$ cat src/hdl/pps_map.vh
`ifndef PPS_MAP_VH
`define PPS_MAP_VH
// Register byte offsets
`define PPS_OFF_DIR     12'h000
`define PPS_OFF_OUT     12'h004
`define PPS_OFF_IN      12'h008
`define PPS_OFF_ALT     12'h00c
`define PPS_OFF_NET     12'h010
`define PPS_OFF_SER     12'h014
`define PPS_OFF_FSD     12'h018
`define PPS_OFF_STAT    12'h01c
// Reset values
`define PPS_RST_DIR     8'h00
`define PPS_RST_OUT     8'h00
`define PPS_RST_ALT     8'h00
`define PPS_RST_NET     3'h0
`define PPS_RST_SER     2'h0
// Field positions
`define PPS_SER_AUX     0
`define PPS_SER_SPI     1
`define PPS_STAT_FSD    0
`define PPS_STAT_CONF   1
`define PPS_LED_BIT     7
// Network states
`define PPS_NET_OFF     3'h0
`define PPS_NET_UNREG   3'h1
`define PPS_NET_IDLE    3'h2
`define PPS_NET_PSM     3'h3
`define PPS_NET_CONN    3'h4
// Timing
`define PPS_CLK_HZ      10000000
`define PPS_ON_MS       1000
`define PPS_OFF_MS      2000
`endif

$ cat src/hdl/pps_sync.v
`timescale 1ns/1ps
// Three-stage pin synchroniser per bit; change accepted when stages 2 and 3 agree
module pps_sync #(
   parameter W = 8
) (
   input  wire         CLK,
   input  wire         RST_B,
   input  wire [W-1:0] din,
   output wire [W-1:0] dout
);
   reg [W-1:0] s1_reg;   // First stage, read only by second
   reg [W-1:0] s2_reg;   // Second stage
   reg [W-1:0] s3_reg;   // Third stage
   reg [W-1:0] q_reg;    // Accepted level

   assign dout = q_reg;

   genvar i;
   generate
      for (i = 0; i < W; i = i + 1) begin : g_bit
         // Shift chain and agreement filter
         always @(posedge CLK) begin
            if (!RST_B) begin
               s1_reg[i] <= 1'b0;
               s2_reg[i] <= 1'b0;
               s3_reg[i] <= 1'b0;
               q_reg[i]  <= 1'b0;
            end else begin
               s1_reg[i] <= din[i];
               s2_reg[i] <= s1_reg[i];
               s3_reg[i] <= s2_reg[i];
               if (s2_reg[i] == s3_reg[i]) begin
                  q_reg[i] <= s3_reg[i];
               end
            end
         end
      end
   endgenerate
endmodule // pps_sync

$ cat src/hdl/pps_top.v
// Notes on behaviour
// - Input read returns current pad level
// - Output value writable and read back
// - Alternate pads driven by internal function
// - All pads default to input, pulldown
// - Outputs drive push-pull both levels
// - Status indicator only on pin eight alternate
// - Indicator off when off, on unregistered
// - Idle/connecting: one second on, two off
// - Power saving: toggles on wake events only
// - Aux serial and sync port exclusive
// - Aux serial: transmit out, receive in
// - Fast-shutdown pin falling edge starts power-down
`timescale 1ns/1ps
`include "pps_map.vh"
module pps_top #(
   parameter integer ON_CYC  = `PPS_CLK_HZ / 1000 * `PPS_ON_MS,
   parameter integer OFF_CYC = `PPS_CLK_HZ / 1000 * `PPS_OFF_MS
) (
   input  wire        CLK,
   input  wire        RST_B,
   // APB slave
   input  wire        PSEL,
   input  wire        PENABLE,
   input  wire        PWRITE,
   input  wire [11:0] PADDR,
   input  wire [31:0] PWDATA,
   output reg  [31:0] PRDATA,
   output reg         PREADY,
   output reg         PSLVERR,
   // Pads
   input  wire [7:0]  PAD_IN,
   output reg  [7:0]  PAD_OUT,
   output reg  [7:0]  PAD_OE,
   output reg  [7:0]  PAD_PD,
   // Firmware-side status and serial
   input  wire        WAKE_EVT,
   input  wire        AUX_TX,
   output reg         AUX_RX,
   input  wire        SPI_MOSI_DO,
   input  wire        SPI_MOSI_OE,
   output reg         SPI_MISO_DI,
   output reg         FAST_SHDN
);
   // Pad map for shared serial lines
   localparam [2:0] TXP = 3'd0;      // Aux transmit / sync data out pad
   localparam [2:0] RXP = 3'd1;      // Aux receive / sync data in pad
   localparam [1:0] CW  = 2'd2;      // Counter width helper
   localparam [2:0] ST_IDLE = 3'b001; // Not blinking: off, unregistered, power saving
   localparam [2:0] ST_ON   = 3'b010; // Blink on-phase
   localparam [2:0] ST_OFF  = 3'b100; // Blink off-phase

   reg  [7:0]  dir_reg;        // 1 = output
   reg  [7:0]  out_reg;        // Output values
   reg  [7:0]  alt_reg;        // 1 = alternate function
   reg  [2:0]  net_reg;        // Network state from firmware
   reg  [1:0]  ser_reg;        // Serial function select
   reg  [7:0]  fsd_reg;        // Fast-shutdown pin enables
   reg         fsd_st_reg;     // Sticky fast-shutdown event
   reg         conf_reg;       // Sticky serial conflict refused
   reg  [2:0]  st_reg;         // Blink state, one-hot
   reg  [2:0]  st_next;
   reg  [31:0] cnt_reg;        // Blink phase counter
   reg  [31:0] cnt_next;
   reg         led_reg;        // Indicator level
   reg         led_next;
   reg         wake_prev_reg;  // Wake event edge detect
   reg  [7:0]  prev_reg;       // Previous synchronised pads
   wire [7:0]  pin_s;          // Synchronised pad levels
   wire        wr_acc;         // Write in access phase
   wire        rd_acc;         // Read in access phase
   wire [1:0]  ser_req;        // Requested serial select
   wire [7:0]  fall;           // Falling edges per pad
   reg  [31:0] rd_mux;         // Read data select
   reg         rd_err;         // Unmapped address

   // Pad synchronisers
   pps_sync #(.W(8)) u_sync (
      .CLK   (CLK),
      .RST_B (RST_B),
      .din   (PAD_IN),
      .dout  (pin_s)
   );

   assign wr_acc  = PSEL & PENABLE & PWRITE;
   assign rd_acc  = PSEL & PENABLE & ~PWRITE;
   assign ser_req = PWDATA[1:0];
   assign fall    = prev_reg & ~pin_s;

   // Register writes; both serial functions at once is refused
   always @(posedge CLK) begin
      if (!RST_B) begin
         dir_reg  <= `PPS_RST_DIR;
         out_reg  <= `PPS_RST_OUT;
         alt_reg  <= `PPS_RST_ALT;
         net_reg  <= `PPS_RST_NET;
         ser_reg  <= `PPS_RST_SER;
         fsd_reg  <= 8'h00;
         conf_reg <= 1'b0;
      end else if (wr_acc) begin
         case (PADDR)
            `PPS_OFF_DIR: dir_reg <= PWDATA[7:0];
            `PPS_OFF_OUT: out_reg <= PWDATA[7:0];
            `PPS_OFF_ALT: alt_reg <= PWDATA[7:0];
            `PPS_OFF_NET: net_reg <= PWDATA[2:0];
            `PPS_OFF_FSD: fsd_reg <= PWDATA[7:0];
            `PPS_OFF_SER: begin
               if (ser_req == 2'b11) begin
                  conf_reg <= 1'b1;
               end else begin
                  ser_reg <= ser_req;
               end
            end
            `PPS_OFF_STAT: begin
               if (PWDATA[`PPS_STAT_CONF]) begin
                  conf_reg <= 1'b0;
               end
            end
            default: ;
         endcase
      end
   end

   // Fast-shutdown detect; new event wins over a clear
   always @(posedge CLK) begin
      if (!RST_B) begin
         prev_reg   <= 8'h00;
         fsd_st_reg <= 1'b0;
         FAST_SHDN  <= 1'b0;
      end else begin
         prev_reg  <= pin_s;
         FAST_SHDN <= |(fall & fsd_reg & ~dir_reg);
         if (|(fall & fsd_reg & ~dir_reg)) begin
            fsd_st_reg <= 1'b1;
         end else if (wr_acc && PADDR == `PPS_OFF_STAT && PWDATA[`PPS_STAT_FSD]) begin
            fsd_st_reg <= 1'b0;
         end
      end
   end

   // Read mux
   always @* begin
      rd_mux = 32'h0000_0000;
      rd_err = 1'b0;
      case (PADDR)
         `PPS_OFF_DIR:  rd_mux = {24'h000000, dir_reg};
         `PPS_OFF_OUT:  rd_mux = {24'h000000, out_reg};
         `PPS_OFF_IN:   rd_mux = {24'h000000, pin_s};
         `PPS_OFF_ALT:  rd_mux = {24'h000000, alt_reg};
         `PPS_OFF_NET:  rd_mux = {29'h00000000, net_reg};
         `PPS_OFF_SER:  rd_mux = {30'h00000000, ser_reg};
         `PPS_OFF_FSD:  rd_mux = {24'h000000, fsd_reg};
         `PPS_OFF_STAT: rd_mux = {29'h00000000, led_reg, conf_reg, fsd_st_reg};
         default:       rd_err = 1'b1;
      endcase
   end

   // APB answer: no wait state, ready in the access cycle after setup
   always @(posedge CLK) begin
      if (!RST_B) begin
         PRDATA  <= 32'h0000_0000;
         PREADY  <= 1'b0;
         PSLVERR <= 1'b0;
      end else begin
         PREADY  <= PSEL & ~PENABLE;
         PSLVERR <= PSEL & ~PENABLE & rd_err;
         if (PSEL & ~PENABLE & ~PWRITE) begin
            PRDATA <= rd_mux;
         end
      end
   end

   // Blink state machine
   always @* begin
      st_next  = st_reg;
      cnt_next = cnt_reg;
      led_next = led_reg;
      case (net_reg)
         `PPS_NET_OFF: begin
            st_next  = ST_IDLE;
            cnt_next = 32'h0000_0000;
            led_next = 1'b0;
         end
         `PPS_NET_UNREG: begin
            st_next  = ST_IDLE;
            cnt_next = 32'h0000_0000;
            led_next = 1'b1;
         end
         `PPS_NET_PSM: begin
            // Follows paging wakeups, no timer
            st_next  = ST_IDLE;
            cnt_next = 32'h0000_0000;
            if (WAKE_EVT & ~wake_prev_reg) begin
               led_next = ~led_reg;
            end
         end
         `PPS_NET_IDLE, `PPS_NET_CONN: begin
            case (st_reg)
               ST_ON: begin
                  led_next = 1'b1;
                  if (cnt_reg >= ON_CYC - 1) begin
                     st_next  = ST_OFF;
                     cnt_next = 32'h0000_0000;
                     led_next = 1'b0;
                  end else begin
                     cnt_next = cnt_reg + 32'h0000_0001;
                  end
               end
               ST_OFF: begin
                  led_next = 1'b0;
                  if (cnt_reg >= OFF_CYC - 1) begin
                     st_next  = ST_ON;
                     cnt_next = 32'h0000_0000;
                     led_next = 1'b1;
                  end else begin
                     cnt_next = cnt_reg + 32'h0000_0001;
                  end
               end
               default: begin
                  // Entry into blinking starts with on-phase
                  st_next  = ST_ON;
                  cnt_next = 32'h0000_0000;
                  led_next = 1'b1;
               end
            endcase
         end
         default: begin
            st_next  = ST_IDLE;
            cnt_next = 32'h0000_0000;
            led_next = 1'b0;
         end
      endcase
   end

   // Blink registers
   always @(posedge CLK) begin
      if (!RST_B) begin
         st_reg        <= ST_IDLE;
         cnt_reg       <= 32'h0000_0000;
         led_reg       <= 1'b0;
         wake_prev_reg <= 1'b0;
      end else begin
         st_reg        <= st_next;
         cnt_reg       <= cnt_next;
         led_reg       <= led_next;
         wake_prev_reg <= WAKE_EVT;
      end
   end

   // Pad drivers; alternate functions override the value register
   genvar p;
   generate
      for (p = 0; p < 8; p = p + 1) begin : g_pad
         always @(posedge CLK) begin
            if (!RST_B) begin
               PAD_OUT[p] <= 1'b0;
               PAD_OE[p]  <= 1'b0;
               PAD_PD[p]  <= 1'b1;
            end else if (p == `PPS_LED_BIT && alt_reg[p]) begin
               PAD_OUT[p] <= led_reg;
               PAD_OE[p]  <= 1'b1;
               PAD_PD[p]  <= 1'b0;
            end else if (p == TXP && ser_reg[`PPS_SER_AUX]) begin
               PAD_OUT[p] <= AUX_TX;
               PAD_OE[p]  <= 1'b1;
               PAD_PD[p]  <= 1'b0;
            end else if (p == TXP && ser_reg[`PPS_SER_SPI]) begin
               PAD_OUT[p] <= SPI_MOSI_DO;
               PAD_OE[p]  <= SPI_MOSI_OE;
               PAD_PD[p]  <= 1'b0;
            end else if (p == RXP && ser_reg != 2'b00) begin
               PAD_OUT[p] <= 1'b0;
               PAD_OE[p]  <= 1'b0;
               PAD_PD[p]  <= 1'b0;
            end else begin
               PAD_OUT[p] <= out_reg[p];
               PAD_OE[p]  <= dir_reg[p];
               PAD_PD[p]  <= ~dir_reg[p];
            end
         end
      end
   endgenerate

   // Receive line to the active serial function only
   always @(posedge CLK) begin
      if (!RST_B) begin
         AUX_RX      <= 1'b1;
         SPI_MISO_DI <= 1'b0;
      end else begin
         AUX_RX      <= ser_reg[`PPS_SER_AUX] ? pin_s[RXP] : 1'b1;
         SPI_MISO_DI <= ser_reg[`PPS_SER_SPI] ? pin_s[RXP] : 1'b0;
      end
   end

   // Counter width helper kept for clarity of phase math
   wire unused_cw = ^CW;
endmodule // pps_top

$ cat config.mk
export PLATFORM = sky130hd
export DESIGN_NAME = pps_top
export DESIGN_NICKNAME = d
export VERILOG_FILES = /design/src/hdl/pps_sync.v /design/src/hdl/pps_top.v
export VERILOG_INCLUDE_DIRS = /design/src /design/src/hdl
export SDC_FILE = /design/constraint.sdc
export NUM_CORES = 1
export LEC_CHECK = 0
export ABC_CLOCK_PERIOD_IN_PS = 3900
export BUFFER_PORTS_ARGS = -buffer_cell sky130_fd_sc_hd__buf_2
export CAP_MARGIN = 5
export CORE_ASPECT_RATIO = 1.25
export CORE_UTILIZATION = 58
export CTS_CLUSTER_DIAMETER = 60
export CTS_CLUSTER_SIZE = 40
export DETAILED_ROUTE_END_ITERATION = 10
export GPL_TIMING_DRIVEN = 0
export PLACE_DENSITY = 0.84
export SLEW_MARGIN = 0
export SYNTH_ARGS = -nofsm -noshare
export SYNTH_HDL_FRONTEND = slang
export SYNTH_SLANG_ARGS = --single-unit
$ cat constraint.sdc
create_clock -name CLK -period 3.9 [get_ports CLK]
set_clock_uncertainty 0.05 [all_clocks]
set_input_delay 0.78 -clock CLK [delete_from_list [all_inputs] [get_ports CLK]]
set_output_delay 0.78 -clock CLK [all_outputs]
set_load 0.005 [all_outputs]
# After elaboration in Yosys (flattened, before gate mapping)
# Index checks and enable logic that the tools add are counted.
# op_classes
order_cmp	2
reduce_logical	21
mux	28
bitwise_logic	25
eq_ne	27
addsub	1
# op_table
operator	count
32-bit 2-to-1 mux	2
32-bit case mux with 2 select lines	1
8-bit case mux with 8 select lines	1
12-bit by 5-bit equality test with 1-bit output, second input constant	4
32-bit by 1-bit adder with 32-bit output, second input constant	1
32-bit by 24-bit >= comparator with 1-bit output, second input constant	1
32-bit by 25-bit >= comparator with 1-bit output, second input constant	1
8-bit AND	3
12-bit by 4-bit equality test with 1-bit output, second input constant	2
1-bit 2-to-1 mux	18
2-bit AND reduction	9
8-bit inverter	2
8-bit OR reduction	2
1-bit inverter	14
12-bit by 3-bit equality test with 1-bit output, second input constant	1
12-bit logical NOT	1
2-bit inequality test, second input constant	5
3-bit by 2-bit equality test with 1-bit output, second input constant	3
1-bit equality test	8
1-bit AND	6
3-bit equality test, second input constant	2
3-bit 2-to-1 mux	2
3-bit case mux with 2 select lines	1
2-bit nonzero test	3
8 further kinds	11
# totals
ff_bits	177
elab_cells	179
output_inout_bits	61
inputBits	61

# Depth between registers and ports, before layout
# logic_depth
depth_word	6
mapped_depth	7
ltp_nobuf	6

# By module
# A second synthesis with hierarchy kept.
# hier_totals
cells_unflattened	605
hier_area_um2	6002.0
# modules_own_cells
module	instances	cells_per_inst	seq_area_each_um2	area_each_um2
pps_top	1	522	2422.3	5041.1
pps_sync	1	83	640.6	960.9

# Worst setup path before layout
# Ideal clock, no wire load.
# synth_path
kind	input -> register
from	input port PADDR[9]
to	register out_reg[6]
setup_slack_ns	1.583
cell_stages	7
t_arrival_ns	2.140
setup_time_ns	0.127
path_cell_list	nor4_2 nand3_1 or4_1 clkbuf_1 buf_2 nand2_1 o21ai_0
# synth_via
elab_chain_cells	2
# synth_rtl
item	line	rtl
from (decl)	pps_top.v:26	input wire [11:0] PADDR,
12-bit by 3-bit equality test with 1-bit output	pps_top.v:101	case (PADDR)
2-bit AND reduction (no line)	-	
to (signal assigned)	pps_top.v:94	out_reg <= `PPS_RST_OUT;
to (signal assigned)	pps_top.v:103	`PPS_OFF_OUT: out_reg <= PWDATA[7:0];
to (decl)	pps_top.v:54	reg [7:0] out_reg;
# Every way passes these cells.
# A chain may end at the register's enable or synchronous reset.

# Worst setup path in the final report
# layout_path
from	input port PADDR[9]
to	register dir_reg[4]
# layout_via
elab_chain_cells	2
# layout_rtl
item	line	rtl
12-bit logical NOT	pps_top.v:101	
2-bit AND reduction (no line)	-	
to (signal assigned)	pps_top.v:93	dir_reg <= `PPS_RST_DIR;
to (signal assigned)	pps_top.v:102	`PPS_OFF_DIR: dir_reg <= PWDATA[7:0];
to (decl)	pps_top.v:53	reg [7:0] dir_reg;
# Every way passes these cells.

==> flow_summary.toml <==
[cts]
cts_tree = "yes"
cts_setup_buffers = 0
cts_resized = 0
clock_latency_ns = 0.43
clockBufferDepth = 2
cts_inserted_buffers = 17
clk_pin_slew_worst_paths_ns = 0.06
hold_buffers = 0
cts_max_level = 4
cts_sinks = 153
cts_root_buffer = "clkbuf_16"

[synth]
synth.top_cell.area_share_pct = 51.4
async_reset_ff_share_pct = 0
synth_cell_types = 55
synth-main-ff-cell = "dfxtp_1"
yosys.area.top_type = "dfxtp_1"
synthTopCellsByArea = "dfxtp_1 51%, and2_1 4.2%, mux4_2 3.8%, mux2i_1 3.5%, nor3_2 3.5%"
yosysSeqAreaShare_pct = 51.4
syn_area_sq_mm = 0.00596
synthCells = 594
ys_ff_latch = 153
synth_edf_count = 0
syn_area_per_cell_sq_um = 10.0
yosys_warnings = 0

[global_route]
track_usage_pct = 26.2
grt_use_met2_pct = 46.3
grt-ovfl-total = 0
grt_pass1_wl_um = 21200
first_global_vias = 4467
antenna_found_initial = 0
busiest_layer = "met2"
grt_max_degree = 17
global_route.usage.met3_pct = 5.49
grt_use_met1_pct = 29.2

[pwr]
fin_total_pwr_mw = 3.19
ir_drop_mv = 0.354
power.density_cell_area_mw_per_mm2 = 448
p_leak_nw = 2.82

[routing]
vias = 4705
wl_um = 13200
final_antenna_net_count = 0
via_per_inst = 5.50
drt-wirelength-per-cell_um = 15.4
drt_pre_antenna_iters = 5
detail_route.iter0.violations = 288
drcViolationCount = 0

[sta]
tightest_slew_ns = 1.01
fmax_mhz = 395
hold_violations = 0
maxSlewHeadroom_pct = 32.2
setup_tns_ns = 0
rsz0062_at_grt = "false"
period_minus_slack_ns = 2.53
setup_violations = 0
final_max_slew_viol_count = 0
finalCritPeriodShare_pct = 65.0

[placement]
place_hpwl_um = 9240
port_buffers = 71
finalWeightedCongestion = 0.877

[finish]
area_growth_pct = 19.6
layout_commonest_cell = "dfxtp_1"
seqCellArea_sq_mm = 0.00306
fin_nets = 776
fill_cells = 731
largest_reg_flops = 32
antennaDiodeCount = 0
multiInputGateArea_sq_mm = 0.00264
drive_gt1_share_pct = 23.8
layout_common_cells = "153 x dfxtp_1, 77 x buf_2, 40 x and2_1"

[worst_setup_path]
worstPathCellList = "buf_2 -> nor4_2 -> and4b_1 -> buf_2 -> nand3_1 -> mux2i_1 -> nor2_1"
cp-end-kind = "register"
timing.rr.end = "cnt_reg[18]$_SDFF_PN0_"
critical-path-top-delay-family = "simple AND/OR/NAND/NOR gates"
cpPeakStageDelay_ns = 0.56
crit_type = "in -> reg"
rr_worst_depth = 6
crit_top_cell = "buf_2"
cpMaxStageDelayCell = "nand3_1"
critical_path.startpoint_type = "input port"
cp_max_fo = 10
cp.arrival_ns = 2.77
rr_startpoint = "cnt_reg[18]$_SDFF_PN0_"
worstPathRequired_ns = 4.14
cp.buffers_inverters = 2
r2r_setup_slack_ns = 1.82

[run]
maxCapViolCount = 0

[outcome]
status = "finished, final reports clean"

[hold_path]
whs_endpoint = "u_sync.s2_reg[5]$_SDFF_PN0_"
hold_depth = 1
hold_path_startpoint = "u_sync.s1_reg[5]$_SDFF_PN0_"
hp-class = "reg -> reg"

[floorplanning]
die_x_um = 92.7
die_h_um = 115
die_area_sq_mm = 0.0107
fp.coreArea_sq_mm = 0.0101
initial_utilization_pct = 59.3
num_rows = 41
io_pins = 122
[per-stage QoR]
stage / hold slack (ns) / cell area (sq um) / utilization, % / setup WS [ns] / instances
after floorplan: 0.350 / 6070 / - / 1.58 / 624
after global placement: 0.365 / 6590 / 65.5 / 1.11 / 824
after detailed placement: 0.370 / 6590 / 65.5 / 1.04 / 824
after CTS: 0.384 / 7130 / 70.9 / 1.39 / 856
after global routing: 0.396 / 7130 / 70.9 / 1.32 / 856
final: 0.382 / 7130 / 70.9 / 1.37 / 856
[Yosys cell counts (8+ instances only)]
cell type / n
nand2_1: 36
nor4bb_1: 8
clkbuf_1: 22
nor3_2: 21
a21oi_1: 19
buf_4: 25
mux2i_1: 21
o21ai_0: 31
and2_1: 40
nor4_1: 10
xnor2_1: 20
dfxtp_1: 153
nor3_1: 15
nand3_1: 27
nor2_1: 36
inv_1: 12
mux4_2: 10
[worst max-delay path by stage]
stage / start / end / slack, ns / cells past startpoint
after floorplan: PADDR[9] / out_reg[6]$_SDFFE_PN0P_ / 1.58 / 7
after global placement: PADDR[9] / PRDATA[4]$_SDFFE_PN0P_ / 1.11 / 6
after detailed placement: PADDR[9] / PRDATA[5]$_SDFFE_PN0P_ / 1.04 / 6
after CTS: PADDR[9] / dir_reg[4]$_SDFFE_PN0P_ / 1.39 / 7
after global routing: PADDR[9] / dir_reg[4]$_SDFFE_PN0P_ / 1.32 / 7
final: PADDR[9] / dir_reg[4]$_SDFFE_PN0P_ / 1.37 / 7
[power breakdown]
group,switching [mW],internal [mW],leakage (nW)
Clock,0.649,0.838,0.251
Combinational,0.0650,0.0506,1.33
Sequential,0.00683,1.58,1.24
[routing by layer]
| layer | vias to the layer above | part of all wire [%] | routed length [um] |
|---|---|---|---|
| met1 | 2201 | 38 | 5070 |
| met2 | 202 | 51 | 6780 |
| met5 | - | 0 | 0 |
| li1 | 2262 | - | - |
| met4 | 0 | 3.6 | 478 |
| met3 | 40 | 6.8 | 903 |
[cell type report]
type / instances / share of cell area (%)
Inverter: 13 / 0.684
Timing Repair Buffer: 71 / 4.98
Clock buffer: 21 / 6.32
Multi-Input combinational cell: 403 / 37.0
Buffer: 55 / 4.53
Tap cell: 129 / 2.26
Clock inverter: 11 / 1.28
Sequential cell: 153 / 42.9
[cells by family (layout without fill, tap and decap cells)]
kind of cell,count (synthesis),in the layout,synth area share (%)
buffers and inverters,68,171,6.23
and+or+nand+nor,231,231,22.8
AOI/OAI and AO/OA,83,83,8.17
xor gates and xnor gates,25,25,3.67
muxes,32,32,7.49
DFF,153,153,51.4
other,1,31,0.0629
adders and majority gates,1,1,0.210
Note: power is estimated with default switching activity, not from simulation.
